$ cat src/self_test_pkg.sv
// Shared constants for the self-test error handler: fault indices, register map and limits.
package self_test_pkg;
  localparam int NUM_FAULTS = 14;
  localparam int FW = 4;

  // Fault indices; the first four are major, the rest minor.
  localparam logic [3:0] F_NVM = 4'h0;
  localparam logic [3:0] F_EQN = 4'h1;
  localparam logic [3:0] F_DSP = 4'h2;
  localparam logic [3:0] F_XFMR = 4'h3;
  localparam logic [3:0] F_LOGIC_PWR = 4'h4;
  localparam logic [3:0] F_ANALOG_PWR = 4'h5;
  localparam logic [3:0] F_UNCAL = 4'h6;
  localparam logic [3:0] F_RTC = 4'h7;
  localparam logic [3:0] F_BATT = 4'h8;
  localparam logic [3:0] F_DEVFW = 4'h9;
  localparam logic [3:0] F_INT_TEMP = 4'hA;
  localparam logic [3:0] F_IRIG = 4'hB;
  localparam logic [3:0] F_ACCESS = 4'hC;
  localparam logic [3:0] F_AMBIENT = 4'hD;
  localparam logic [13:0] MAJOR_MASK = 14'h000F;

  // Register byte offsets.
  localparam logic [7:0] OFF_STATUS = 8'h00;
  localparam logic [7:0] OFF_FAULTS = 8'h04;
  localparam logic [7:0] OFF_CONFIG = 8'h08;
  localparam logic [7:0] OFF_TEMPS = 8'h0C;
  localparam logic [7:0] OFF_PASS_REF = 8'h10;
  localparam logic [7:0] OFF_PASS_TRY = 8'h14;
  localparam logic [7:0] OFF_RTC_SET = 8'h18;
  localparam logic [7:0] OFF_STEP = 8'h1C;
  localparam logic [7:0] OFF_SETTING = 8'h20;
  localparam logic [7:0] OFF_FLASH = 8'h24;

  // Reset values.
  localparam logic [31:0] CONFIG_RST = 32'h0000_0406;
  localparam logic [31:0] TEMPS_RST = 32'h0019_0019;
  localparam logic [31:0] PASS_REF_RST = 32'h0000_0000;
  localparam logic [15:0] STEP_RST = 16'h0001;
  // Synchroniser reset levels equal the healthy pin levels, so leaving reset raises no false fault.
  // Bit order: memory, link, logic supply, analog supply, clock oscillator, battery, time-code[1:0].
  localparam logic [7:0] PIN_SYNC_RST = 8'h3C;

  // Temperature limits in degrees C, two's complement.
  localparam logic signed [7:0] INT_TEMP_MIN = 8'shD8;
  localparam logic signed [7:0] INT_TEMP_MAX = 8'sh55;
  localparam logic signed [9:0] AMB_TEMP_MIN = 10'sh3CE;
  localparam logic signed [9:0] AMB_TEMP_MAX = 10'sh0FA;

  localparam logic [1:0] ACCESS_TRIES = 2'h3;
  localparam logic [7:0] FLASH_CODE_ADJUSTED = 8'h01;
  localparam int SYS_CLK_MHZ = 250;
  localparam int ONE_SECOND_US = 1000000;
  localparam int CYCLES_PER_SEC = SYS_CLK_MHZ * ONE_SECOND_US;
endpackage : self_test_pkg

$ cat src/fault_evt_if.sv
// Carries the active fault vector to the scanner and its one-per-cycle fault events back.
interface fault_evt_if;
  import self_test_pkg::*;
  logic [NUM_FAULTS-1:0] active;
  logic evt_valid;
  logic [FW-1:0] evt_code;
  logic scan_wrap;
  modport scanner (input active, output evt_valid, evt_code, scan_wrap);
  modport handler (output active, input evt_valid, evt_code, scan_wrap);
endinterface : fault_evt_if

$ cat src/self_test_error_handler.sv
// Self-test error handler: detects, classifies and answers major and minor faults.
// What this block does
// Diagnose once at start, then continuously.
// Major fault disables all protection.
// Major: fault lamp on, in-service off.
// Major fault drops every relay, watchdog too.
// Minor: fault lamp, drop watchdog only.
// Each fault posts a target queue message.
// Each fault writes an event log entry.
// Uncorrectable memory corruption is major.
// Bad logic equation is major, blocks features.
// Lost signal processor link is major.
// Unrealistic transformer setup is major.
// Input contact supply failure is minor.
// Analog output supply failure is minor.
// Missing calibration is minor.
// Stopped clock is minor until rewritten.
// Lost clock battery is minor.
// Development firmware loaded is minor.
// Internal temperature outside limits is minor.
// Time-code format mismatch is minor.
// Three wrong passcodes minor; right clears.
// Ambient temperature outside range is minor.
// Flash message held programmable seconds, default four.
// Round setting to step; notice if changed.
// Major outranks minor; responses withdraw when clear.
//
// Implementation choices: the register addresses and register access over APB.
module self_test_error_handler
  import self_test_pkg::*;
#(
  parameter int NUM_RELAYS = 7,
  parameter int SEC_CYCLES = CYCLES_PER_SEC
) (
  input wire logic sys_clk,
  input wire logic srst,
  input wire logic ce,
  input wire logic psel,
  input wire logic penable,
  input wire logic pwrite,
  input wire logic [31:0] paddr,
  input wire logic [31:0] pwdata,
  output logic [31:0] prdata,
  output logic pready,
  output logic pslverr,
  input wire logic nvm_uncorrectable,
  input wire logic dsp_link_lost,
  input wire logic logic_supply_ok,
  input wire logic analog_supply_ok,
  input wire logic rtc_osc_ok,
  input wire logic battery_ok,
  input wire logic [1:0] irig_format,
  input wire logic [NUM_RELAYS-1:0] relay_cmd,
  output logic protection_enable,
  output logic eqn_feature_enable,
  output logic fault_led,
  output logic in_service_led,
  output logic [NUM_RELAYS-1:0] relay_drive,
  output logic watchdog_relay,
  output logic rtc_run,
  output logic tq_valid,
  output logic [FW-1:0] tq_code,
  output logic log_valid,
  output logic [FW-1:0] log_code,
  output logic log_major,
  output logic flash_active,
  output logic [7:0] flash_code
);
  localparam int NPIN = 8;

  if (NUM_RELAYS < 1 || NUM_RELAYS > 32) begin : g_bad_relays
    $error("NUM_RELAYS must lie in 1..32");
  end
  if (SEC_CYCLES < 2) begin : g_bad_sec
    $error("SEC_CYCLES must be at least 2");
  end

  // Pin synchronisers: stage one feeds stage two only.
  logic [NPIN-1:0] pin_raw;
  logic [NPIN-1:0] pin_s1_r;
  logic [NPIN-1:0] pin_s2_r;
  assign pin_raw = {irig_format, battery_ok, rtc_osc_ok, analog_supply_ok, logic_supply_ok,
                    dsp_link_lost, nvm_uncorrectable};
  for (genvar g = 0; g < NPIN; g++) begin : g_sync
    always_ff @(posedge sys_clk) begin
      if (srst) begin
        pin_s1_r[g] <= PIN_SYNC_RST[g];
        pin_s2_r[g] <= PIN_SYNC_RST[g];
      end else if (ce) begin
        pin_s1_r[g] <= pin_raw[g];
        pin_s2_r[g] <= pin_s1_r[g];
      end
    end
  end

  // APB decode.
  logic [31:0] config_r;
  logic [31:0] temps_r;
  logic [31:0] pass_ref_r;
  logic [15:0] step_r;
  logic [15:0] setting_r;
  logic adjusted_r;
  logic [1:0] wrong_cnt_r;
  logic rtc_run_r;
  logic init_done_r;
  logic major_r;
  logic minor_r;
  logic [NUM_FAULTS-1:0] fault_r;
  logic [31:0] rdata_nxt;
  logic [31:0] sec_cnt_r;
  logic [7:0] flash_left_r;

  wire setup = psel & ~penable & ~pready;
  wire access = psel & penable & pready;
  wire wr = access & pwrite;
  wire [7:0] addr = paddr[7:0];
  wire addr_hi_ok = (paddr[31:8] == 24'h00_0000) && (paddr[1:0] == 2'h0);
  wire hit_status = addr_hi_ok && addr == OFF_STATUS;
  wire hit_faults = addr_hi_ok && addr == OFF_FAULTS;
  wire hit_config = addr_hi_ok && addr == OFF_CONFIG;
  wire hit_temps = addr_hi_ok && addr == OFF_TEMPS;
  wire hit_pass_ref = addr_hi_ok && addr == OFF_PASS_REF;
  wire hit_pass_try = addr_hi_ok && addr == OFF_PASS_TRY;
  wire hit_rtc_set = addr_hi_ok && addr == OFF_RTC_SET;
  wire hit_step = addr_hi_ok && addr == OFF_STEP;
  wire hit_setting = addr_hi_ok && addr == OFF_SETTING;
  wire hit_flash = addr_hi_ok && addr == OFF_FLASH;
  wire mapped = hit_status | hit_faults | hit_config | hit_temps | hit_pass_ref | hit_pass_try |
                hit_rtc_set | hit_step | hit_setting | hit_flash;

  // Configuration fields.
  wire cfg_calibrated = config_r[0];
  wire cfg_eqn_ok = config_r[1];
  wire cfg_xfmr_ok = config_r[2];
  wire cfg_dev_fw = config_r[3];
  wire [1:0] cfg_irig_type = config_r[5:4];
  wire [7:0] cfg_flash_sec = config_r[15:8];
  wire signed [7:0] int_temp = temps_r[7:0];
  wire signed [9:0] amb_temp = temps_r[25:16];

  // Passcode attempts.
  wire pass_try = wr & hit_pass_try;
  wire pass_good = pwdata == pass_ref_r;
  wire [1:0] wrong_nxt = (pass_try && pass_good) ? 2'h0 :
                         (pass_try && wrong_cnt_r != ACCESS_TRIES) ? wrong_cnt_r + 2'h1 : wrong_cnt_r;

  // Setting rounding: nearest multiple of the step, half rounds up.
  wire [16:0] round_sum = {1'b0, pwdata[15:0]} + {2'b00, step_r[15:1]};
  wire [16:0] round_q = (step_r == 16'h0000) ? 17'h0_0000 : round_sum / {1'b0, step_r};
  wire [32:0] round_prod = round_q * {17'h0_0000, step_r};
  wire [15:0] rounded = (step_r == 16'h0000) ? pwdata[15:0] : round_prod[15:0];
  wire setting_wr = wr & hit_setting;
  wire round_changed = rounded != pwdata[15:0];

  // Fault detection, re-evaluated every cycle.
  logic [NUM_FAULTS-1:0] fault_now;
  assign fault_now[F_NVM] = pin_s2_r[0];
  assign fault_now[F_EQN] = ~cfg_eqn_ok;
  assign fault_now[F_DSP] = pin_s2_r[1];
  assign fault_now[F_XFMR] = ~cfg_xfmr_ok;
  assign fault_now[F_LOGIC_PWR] = ~pin_s2_r[2];
  assign fault_now[F_ANALOG_PWR] = ~pin_s2_r[3];
  assign fault_now[F_UNCAL] = ~cfg_calibrated;
  assign fault_now[F_RTC] = ~rtc_run_r;
  assign fault_now[F_BATT] = ~pin_s2_r[5];
  assign fault_now[F_DEVFW] = cfg_dev_fw;
  assign fault_now[F_INT_TEMP] = (int_temp < INT_TEMP_MIN) || (int_temp > INT_TEMP_MAX);
  assign fault_now[F_IRIG] = pin_s2_r[7:6] != cfg_irig_type;
  assign fault_now[F_ACCESS] = wrong_cnt_r == ACCESS_TRIES;
  assign fault_now[F_AMBIENT] = (amb_temp < AMB_TEMP_MIN) || (amb_temp > AMB_TEMP_MAX);

  // Severity classes; the major response overrides the minor one downstream.
  wire major_now = |(fault_r & MAJOR_MASK);
  wire minor_now = |(fault_r & ~MAJOR_MASK);

  // The clock stays stopped once it halts, until software writes the time again.
  wire rtc_run_nxt = (wr & hit_rtc_set) ? 1'b1 : (pin_s2_r[4] ? rtc_run_r : 1'b0);

  fault_evt_if evt_bus ();
  assign evt_bus.active = fault_r;

  fault_event_scanner u_scan (
    .sys_clk(sys_clk),
    .srst(srst),
    .ce(ce),
    .evt(evt_bus.scanner)
  );

  // Read data mux.
  always_comb begin
    rdata_nxt = 32'h0000_0000;
    if (hit_status) rdata_nxt = {26'h000_0000, rtc_run_r, flash_active, protection_enable, minor_r, major_r,
                                 init_done_r};
    if (hit_faults) rdata_nxt = {18'h0_0000, fault_r};
    if (hit_config) rdata_nxt = config_r;
    if (hit_temps) rdata_nxt = temps_r;
    if (hit_pass_ref) rdata_nxt = pass_ref_r;
    if (hit_step) rdata_nxt = {16'h0000, step_r};
    if (hit_setting) rdata_nxt = {15'h0000, adjusted_r, setting_r};
    if (hit_flash) rdata_nxt = {23'h00_0000, flash_active, flash_code};
  end

  // APB slave: one wait-free access phase after each setup phase.
  always_ff @(posedge sys_clk) begin
    if (srst) begin
      pready <= 1'b0;
      pslverr <= 1'b0;
      prdata <= 32'h0000_0000;
    end else if (ce) begin
      pready <= setup;
      pslverr <= setup & ~mapped;
      prdata <= setup ? rdata_nxt : 32'h0000_0000;
    end
  end

  // Software registers.
  always_ff @(posedge sys_clk) begin
    if (srst) begin
      config_r <= CONFIG_RST;
      temps_r <= TEMPS_RST;
      pass_ref_r <= PASS_REF_RST;
      step_r <= STEP_RST;
      setting_r <= 16'h0000;
      adjusted_r <= 1'b0;
      wrong_cnt_r <= 2'h0;
      rtc_run_r <= 1'b1;
    end else if (ce) begin
      if (wr && hit_config) config_r <= {16'h0000, pwdata[15:8], 2'h0, pwdata[5:0]};
      if (wr && hit_temps) temps_r <= {6'h00, pwdata[25:16], 8'h00, pwdata[7:0]};
      if (wr && hit_pass_ref) pass_ref_r <= pwdata;
      if (wr && hit_step) step_r <= pwdata[15:0];
      if (setting_wr) begin
        setting_r <= rounded;
        adjusted_r <= round_changed;
      end
      wrong_cnt_r <= wrong_nxt;
      rtc_run_r <= rtc_run_nxt;
    end
  end

  // Fault state and the power-up pass: in service only after one full scan.
  always_ff @(posedge sys_clk) begin
    if (srst) begin
      fault_r <= '0;
      major_r <= 1'b0;
      minor_r <= 1'b0;
      init_done_r <= 1'b0;
    end else if (ce) begin
      fault_r <= fault_now;
      major_r <= major_now;
      minor_r <= minor_now;
      if (evt_bus.scan_wrap) init_done_r <= 1'b1;
    end
  end

  // Front-panel indicators and relays, driven from registered severity.
  always_ff @(posedge sys_clk) begin
    if (srst) begin
      protection_enable <= 1'b0;
      eqn_feature_enable <= 1'b0;
      fault_led <= 1'b0;
      in_service_led <= 1'b0;
      relay_drive <= '0;
      watchdog_relay <= 1'b0;
      rtc_run <= 1'b0;
    end else if (ce) begin
      protection_enable <= init_done_r & ~major_r;
      eqn_feature_enable <= init_done_r & ~fault_r[F_EQN];
      fault_led <= major_r | minor_r;
      in_service_led <= init_done_r & ~major_r;
      relay_drive <= (init_done_r & ~major_r) ? relay_cmd : '0;
      watchdog_relay <= init_done_r & ~major_r & ~minor_r;
      rtc_run <= rtc_run_r;
    end
  end

  // Each newly raised fault goes to the target queue and the event log together.
  wire evt_major = MAJOR_MASK[evt_bus.evt_code];
  always_ff @(posedge sys_clk) begin
    if (srst) begin
      tq_valid <= 1'b0;
      tq_code <= '0;
      log_valid <= 1'b0;
      log_code <= '0;
      log_major <= 1'b0;
    end else if (ce) begin
      tq_valid <= evt_bus.evt_valid;
      tq_code <= evt_bus.evt_code;
      log_valid <= evt_bus.evt_valid;
      log_code <= evt_bus.evt_code;
      log_major <= evt_major;
    end
  end

  // Flash message timer. A duration of zero still shows the message for one second.
  wire flash_start = (wr & hit_flash) | (setting_wr & round_changed);
  wire sec_tick = sec_cnt_r == 32'(SEC_CYCLES - 1);
  always_ff @(posedge sys_clk) begin
    if (srst) begin
      flash_active <= 1'b0;
      flash_code <= 8'h00;
      flash_left_r <= 8'h00;
      sec_cnt_r <= 32'h0000_0000;
    end else if (ce) begin
      if (flash_start) begin
        flash_active <= 1'b1;
        flash_code <= setting_wr ? FLASH_CODE_ADJUSTED : pwdata[7:0];
        flash_left_r <= (cfg_flash_sec == 8'h00) ? 8'h01 : cfg_flash_sec;
        sec_cnt_r <= 32'h0000_0000;
      end else if (flash_active) begin
        sec_cnt_r <= sec_tick ? 32'h0000_0000 : sec_cnt_r + 32'h0000_0001;
        if (sec_tick) begin
          flash_left_r <= flash_left_r - 8'h01;
          if (flash_left_r == 8'h01) flash_active <= 1'b0;
        end
      end
    end
  end
endmodule : self_test_error_handler

$ cat src/fault_event_scanner.sv
// Turns newly raised faults into a serial stream of fault events, one index per cycle.
module fault_event_scanner
  import self_test_pkg::*;
(
  input wire logic sys_clk,
  input wire logic srst,
  input wire logic ce,
  fault_evt_if.scanner evt
);
  logic [NUM_FAULTS-1:0] prev_r;
  logic [NUM_FAULTS-1:0] pending_r;
  logic [NUM_FAULTS-1:0] pending_nxt;
  logic [NUM_FAULTS-1:0] rise;
  logic [NUM_FAULTS-1:0] taken;
  logic [FW-1:0] idx_r;
  logic [FW-1:0] idx_nxt;
  logic valid_r;
  logic [FW-1:0] code_r;
  logic wrap_r;
  wire last_idx = (idx_r == FW'(NUM_FAULTS - 1));

  // A fault present when reset releases counts as newly raised; the first pass reports it, except memory, equation and link faults, which wait for the second.
  assign rise = evt.active & ~prev_r;
  assign taken = (NUM_FAULTS'(1) << idx_r) & pending_r;
  // A rise in the same cycle as its emission stays pending: set wins over clear.
  assign pending_nxt = (pending_r & ~taken) | rise;
  assign idx_nxt = last_idx ? '0 : idx_r + FW'(1);

  always_ff @(posedge sys_clk) begin
    if (srst) begin
      prev_r <= '0;
      pending_r <= '0;
      idx_r <= '0;
      valid_r <= 1'b0;
      code_r <= '0;
      wrap_r <= 1'b0;
    end else if (ce) begin
      prev_r <= evt.active;
      pending_r <= pending_nxt;
      idx_r <= idx_nxt;
      valid_r <= |taken;
      code_r <= idx_r;
      wrap_r <= last_idx;
    end
  end

  assign evt.evt_valid = valid_r;
  assign evt.evt_code = code_r;
  assign evt.scan_wrap = wrap_r;
endmodule : fault_event_scanner

$ cat config.mk
export PLATFORM = sky130hd
export DESIGN_NAME = self_test_error_handler
export DESIGN_NICKNAME = d
export VERILOG_FILES = /design/src/self_test_pkg.sv /design/src/fault_evt_if.sv /design/src/self_test_error_handler.sv /design/src/fault_event_scanner.sv
export SDC_FILE = /design/constraint.sdc
export NUM_CORES = 1
export LEC_CHECK = 0
export ABC_AREA = 1
export BUFFER_PORTS_ARGS = -buffer_cell sky130_fd_sc_hd__buf_4
export CAP_MARGIN = 20
export CORE_MARGIN = 1.5
export CORE_UTILIZATION = 50
export CTS_CLUSTER_DIAMETER = 100
export DETAILED_ROUTE_END_ITERATION = 8
export PLACE_DENSITY = 0.67
export SLEW_MARGIN = 30
export SYNTH_ARGS = -nofsm -noshare
export SYNTH_HDL_FRONTEND = slang
export SYNTH_SLANG_ARGS = --single-unit
$ cat constraint.sdc
create_clock -name sys_clk -period 103.2 [get_ports sys_clk]
set_clock_uncertainty 0.15 [all_clocks]
set_input_delay 5.16 -clock sys_clk [delete_from_list [all_inputs] [get_ports sys_clk]]
set_output_delay 5.16 -clock sys_clk [all_outputs]
set_load 0.05 [all_outputs]
# --- Yosys cells after proc, flatten, opt, wreduce, memory -nomap -nowiden ---
# Memory sizes are Yosys's and may differ from the RTL's. A register that Yosys moved wholly into a read port is not among the register bits.
# Cells that the tools add are included.
word_totals:
  reg_bits: 271
  mem_bits_ro: 16
  output_inout_bits: 67
  elab_cells: 194
  n_memories: 1
op_classes:
  n_addsub: 5
  multipliers: 1
  div_mod_pow: 1
  magnitude_cmp: 4
  n_eq_ne: 18
  shifts: 1
  muxes: 29
  bitwise_logic: 44
  reduce_logical: 41
mem_list:
  columns: ["name", "words", "width", "read_ports", "rd_clocked_by_memory_dff", "wr", "line_no", "source"]
  rows:
  - ["(no name shown)", 16, 1, 1, 1, 0, "self_test_error_handler.sv:278", "wire evt_major = MAJOR_MASK[evt_bus.evt_code];"]
op_table:
  columns: ["cell", "n"]
  rows:
  - ["32-bit 2-to-1 mux", 11]
  - ["14-bit bitwise AND", 3]
  - ["8-bit 2-to-1 mux", 5]
  - ["32-bit by 1-bit adder with 32-bit output, second input constant", 1]
  - ["32-bit by 28-bit equality test with 1-bit output, second input constant", 1]
  - ["32-bit equality test", 1]
  - ["8-bit by 5-bit equality test with 1-bit output, second input constant", 4]
  - ["14-bit inverter", 2]
  - ["24-bit zero test", 1]
  - ["2-bit AND reduction", 10]
  - ["16-bit by 15-bit adder with 17-bit output", 1]
  - ["17-bit by 16-bit divider with 17-bit output", 1]
  - ["1-bit logical AND", 17]
  - ["17-bit by 16-bit multiplier with 16-bit output", 1]
  - ["17-bit 2-to-1 mux", 1]
  - ["8-bit by 4-bit equality test with 1-bit output, second input constant", 2]
  - ["8-bit by 6-bit equality test with 1-bit output, second input constant", 2]
  - ["16-bit zero test", 1]
  - ["8-bit zero test", 2]
  - ["16-bit 2-to-1 mux", 1]
  - ["16-bit != test", 1]
  - ["1-bit bitwise AND", 14]
  - ["14-bit bitwise OR", 1]
  - ["14-bit OR reduction", 1]
  - ["28 further kinds", 59]

# --- Longest topological paths before layout ---
depth:
  depth_word: 14
  mapped_depth: 272

# --- Modules after synthesis ---
# Synthesis repeated with hierarchy kept, for this count alone.
hier_totals:
  cells_unflattened: 3650
  hier_area_um2: 24544.8
modules_own_cells:
  columns: ["module", "instances", "cells_each", "area_per_inst_um2", "seq_area_each_um2"]
  rows:
  - ["self_test_error_handler", 1, 3438, 22928.2, 4684.5]
  - ["fault_event_scanner", 1, 212, 1616.6, 760.7]

# --- Least setup slack after synthesis ---
# OpenSTA, ideal clock, no wires.
synth_path:
  path_kind: "input to register"
  startpoint: "input pwdata[0]"
  endpoint: "register sec_cnt_r[10]"
  setup_time_ps: 70
  arrival_time_ps: 37956
  required_time_ps: 102980
  setup_slack_ps: 65023
  path_stages: 254
  n_path_buf: 13
  path_cell_list: "ha_1 -> inv_1 -> fa_1 -> inv_1 -> nand2_1 -> nand2_1 -> nand3_1 -> nand2_1 -> nand2_1 -> nand2_1 -> ha_1 -> nor2_1 -> nor2_1 -> nand3b_1 -> nand2_1 -> ha_1 -> inv_1 -> o31ai_1 -> [218 not listed] -> nor2_1 -> inv_1 -> a21oi_1 -> o21ai_0 -> o21ai_0 -> a211oi_1 -> o2111ai_1 -> a21oi_1 -> nand2_1 -> nor2_1 -> nand3_2 -> nand2_4 -> nand2_4 -> buf_6 -> clkinv_4 -> buf_6 -> nand4_1 -> a21oi_1"
synth_between:
  elab_chain_len: 10
synth_rtl:
  columns: ["element", "line_no", "source"]
  rows:
  - ["start, declared", "self_test_error_handler.sv:42", "input wire logic [31:0] pwdata,"]
  - ["16-bit by 15-bit adder with 17-bit output", "self_test_error_handler.sv:148", "wire [16:0] round_sum = {1'b0, pwdata[15:0]} + {2'b00, step_r[15:1]};"]
  - ["17-bit by 16-bit divider with 17-bit output", "self_test_error_handler.sv:149", "wire [16:0] round_q = (step_r == 16'h0000) ? 17'h0_0000 : round_sum / {1'b0, step_r};"]
  - ["17-bit 2-to-1 mux", "self_test_error_handler.sv:149", null]
  - ["17-bit by 16-bit multiplier with 16-bit output", "self_test_error_handler.sv:150", "wire [32:0] round_prod = round_q * {17'h0_0000, step_r};"]
  - ["16-bit 2-to-1 mux", "self_test_error_handler.sv:151", "wire [15:0] rounded = (step_r == 16'h0000) ? pwdata[15:0] : round_prod[15:0];"]
  - ["16-bit != test (*)", "self_test_error_handler.sv:153", "wire round_changed = rounded != pwdata[15:0];"]
  - ["1-bit bitwise AND (*)", "self_test_error_handler.sv:296", "wire flash_start = (wr & hit_flash) | (setting_wr & round_changed);"]
  - ["1-bit bitwise OR (*)", "self_test_error_handler.sv:296", null]
  - ["2-bit nonzero test (no line)", null, null]
  - ["2-bit AND reduction (no line)", null, null]
  - ["end signal, assigned", "self_test_error_handler.sv:311", "sec_cnt_r <= sec_tick ? 32'h0000_0000 : sec_cnt_r + 32'h0000_0001;"]
  - ["end, declared", "self_test_error_handler.sv:110", "logic [31:0] sec_cnt_r;"]
# Every way passes the cells marked *; elsewhere a longest branch is shown, timed or not.
# A chain may end at the register's enable or synchronous reset.

# --- Worst setup path in the final report ---
layout_path:
  startpoint: "input pwdata[0]"
  endpoint: "register sec_cnt_r[1]"
# The elaborated chain is that of the path after synthesis.

==> impl_metrics.ini <==
[outcome]
status = complete, no violations

[clock_network]
cts.sinks = 272
cts_tree = done
postCtsSetupBuffers = 0
cts-htree-levels = 1
clockBufferDepth = 3
postCtsResizedCells = 0
ctsHoldBuffers = 0
numCtsBuffers = 26
clock_latency_ns = 0.55
cts-root-buf = clkbuf_16
cts.clk_slew.worst_paths_ns = 0.07

[placed_design]
portBuffers = 151
dpl.hpwl_mm = 57.7
gp_congestion = 0.934

[floorplan]
core_area_mm2 = 0.0492
initial_core_util = 0.508
die-area_mm2 = 0.0513
num_rows = 81
die_x_um = 226
io_pins = 152
die_h_um = 226

[synth]
syn-cell-area_mm2 = 0.0250
synthDistinctLibCells = 69
synth_top_family_by_area = simple AND/OR/NAND/NOR gates
synth_compound_area_frac = 0.184
synth_adder_area_share = 0.177
ys_dominant_reg_cell = dfxtp_1
ys_seq_area_frac = 0.218
ys_ff_latch = 272
synth-simple-area-share = 0.252
synth-xor-area-share = 0.0600
synth_mux_area_frac = 0.000802
synth_edf_count = 0
synthArstFlopShare = 0
ys_warn_count = 0
avgSynthCellArea_um2 = 6.71
syn_inst = 3722
syn-num-nets = 4112

[worst_hold_path]
min_path_cells = 1
worstHoldPathType = reg -> reg

[drt]
drt_iter0_drc = 2242
wl_mm = 76.8
vias = 24700
dr.pass1.iters = 6
postRouteAntennaNets = 0
drt-wirelength-per-cell_um = 17.2
via_per_inst = 5.51
drc = 0

[grt]
grt_pass1_wl_mm = 122
antenna_found_initial = 0
grtUsageTotal = 0.299
overflow = 0
grt_pass1_vias = 22700
grt_max_degree = 107

[setup_path]
start_kind = input pin
critPathSlowestCell = o21ai_4
reg2reg_depth = 235
path_class = in -> reg
critical_path.top_delay_family = compound AO/OA/AOI/OAI gates
path_buf_inv = 32
crit_path_frequent_cell = nand2_1
critPathRequiredTime_ns = 103.48
path_max_fanout = 33
crit_path_end_kind = flip-flop
slowest_delay_ns = 0.67
cp.depth = 236
crit_arrival_ns = 44.95

[final_layout]
antennaDiodeCount = 0
final_net_count = 4180
area_growth_pct = 9.67
layout-drive-gt1-share = 0.0798
fin_util = 0.557

[timing]
tightest_slew_ns = 0.953
maxSlewViolCount = 0
hold_violations = 0
fin_crit_ns = 44.67
period_share = 0.433
rsz0062_at_grt = false
setup_viol = 0
tns_ns = 0
fmax_mhz = 22.4
max_slew_margin = 0.365
worst_hold_slack_ns = 0.285

[flow_run]
drv_cap = 0
==> sequential cells by signal, indices dropped and copies added (netlist names), 6 cells and up <==
register,flops
flash_code,8
sec_cnt_r,32
pass_ref_r,32
setting_r,16
step_r,16
u_scan.prev_r,14
prdata,32
flash_left_r,8
pin_s2_r,6
relay_drive,7
config_r,14
pin_s1_r,8
evt_bus.active,14
temps_r,18
u_scan.pending_r,14
==> final timing paths <==
| path | from | to | slack, ns |
|---|---|---|---|
| max | pwdata[0] | sec_cnt_r[1] | 58.53 |
| min | pin_s2_r[2] | evt_bus.active[4] | 0.28 |
| max reg2reg | step_r[1] | sec_cnt_r[1] | 62.51 |
| min reg2reg | pin_s2_r[2] | evt_bus.active[4] | 0.28 |
==> cell families after synthesis <==
logic type | Yosys count
adder cells (fa/ha/maj) | 305
XOR/XNOR | 171
flip-flops | 272
AO/OA/AOI/OAI | 815
AND/OR/NAND/NOR | 1460
multiplexers | 2
buffers and inverters | 697
==> worst register-to-register path: cells and delay by family, from the launching register on <==
family          cells  cell delay [ns]
compound gates     77            16.78
simple gates      101             9.84
fa+ha+maj          26             9.09
buf+inv            31             3.86
flops               1             0.72
==> area by class of cell <==
cell class | instances | area, um^2
clock inverters | 10 | 82.6
multi-input cells | 2753 | 16800
flip-flops and latches | 272 | 5450
fillers | 4947 | 21800
repair buffers | 178 | 1340
clock buffers | 37 | 753
inverters | 559 | 2110
well taps | 664 | 831
==> placed cells by master (no fill, tap or decap), drive strengths merged, types with 4 or more instances in the layout <==
cell type,Yosys,final
buf,40,178
a221oi,4,4
or2,38,38
dfxtp,272,272
clkinv,14,25
o21ai,286,286
a31oi,14,14
a21oi,361,361
o22ai,14,14
o21bai,19,19
a21o,10,10
o31ai,9,9
nor3,63,63
inv,545,543
fa,81,81
nand2,747,747
o211ai,19,19
ha,224,224
nand3,136,136
o2111ai,37,37
clkbuf,98,37
nand4,83,83
and2,6,6
nor2,344,344
xor2,100,100
nand3b,7,7
o221ai,6,6
xnor2,71,71
nor4,28,28
a211oi,13,13
==> synthesized netlist by cell type (all sizes together) (2+ instances only) <==
library cell  count  area (um^2)
a21boi            3         30.0
o31ai             9         67.6
or3               2         12.5
mux2i             2         20.0
nor3             63          315
o221ai            6         52.6
a31oi            14         87.6
nor4             28          190
a221oi            4         35.0
o22ai            14         87.6
clkinv           14         57.6
nand3b            7         52.6
o211ai           19          153
nand3           136          711
o311ai            2         17.5
a211oi           13         97.6
a22oi             3         22.5
fa               81         1620
o21bai           19          146
and3              2         12.5
dfxtp           272         5450
ha              224         2800
nor3b             3         22.5
o41ai             2         17.5
nor2            344         1320
a31o              2         17.5
inv             545         2050
a21o             10         75.1
buf              40          239
a2111oi           2         17.5
o2111ai          37          324
o21a              3         22.5
a21oi           361         1810
clkbuf           98          368
or2              38          238
nand4            83          519
xnor2            71          622
xor2            100          876
o21ai           286         1450
nand2           747         2850
and2              6         37.5
==> routing by layer <==
| layer | track usage | routed length [um] |
|---|---|---|
| met5 | 0 | 0 |
| met4 | 0.0733 | 2070 |
| met3 | 0.0546 | 6530 |
| met2 | 0.453 | 32600 |
| met1 | 0.436 | 35700 |
==> per-stage QoR <==
step           setup slack, ns  cells  instance area, um^2
2_1_floorplan            65.02   3722                25000
3_3_place_gp             59.13   4426                26500
3_5_place_dp             58.21   4426                26600
4_1_cts                  58.70   4473                27400
5_1_grt                  53.61   4473                27400
6_report                 58.53   4473                27400
Power is not shown: default switching activity piles up to over one toggle a cycle in this logic, so the estimate is an artifact.
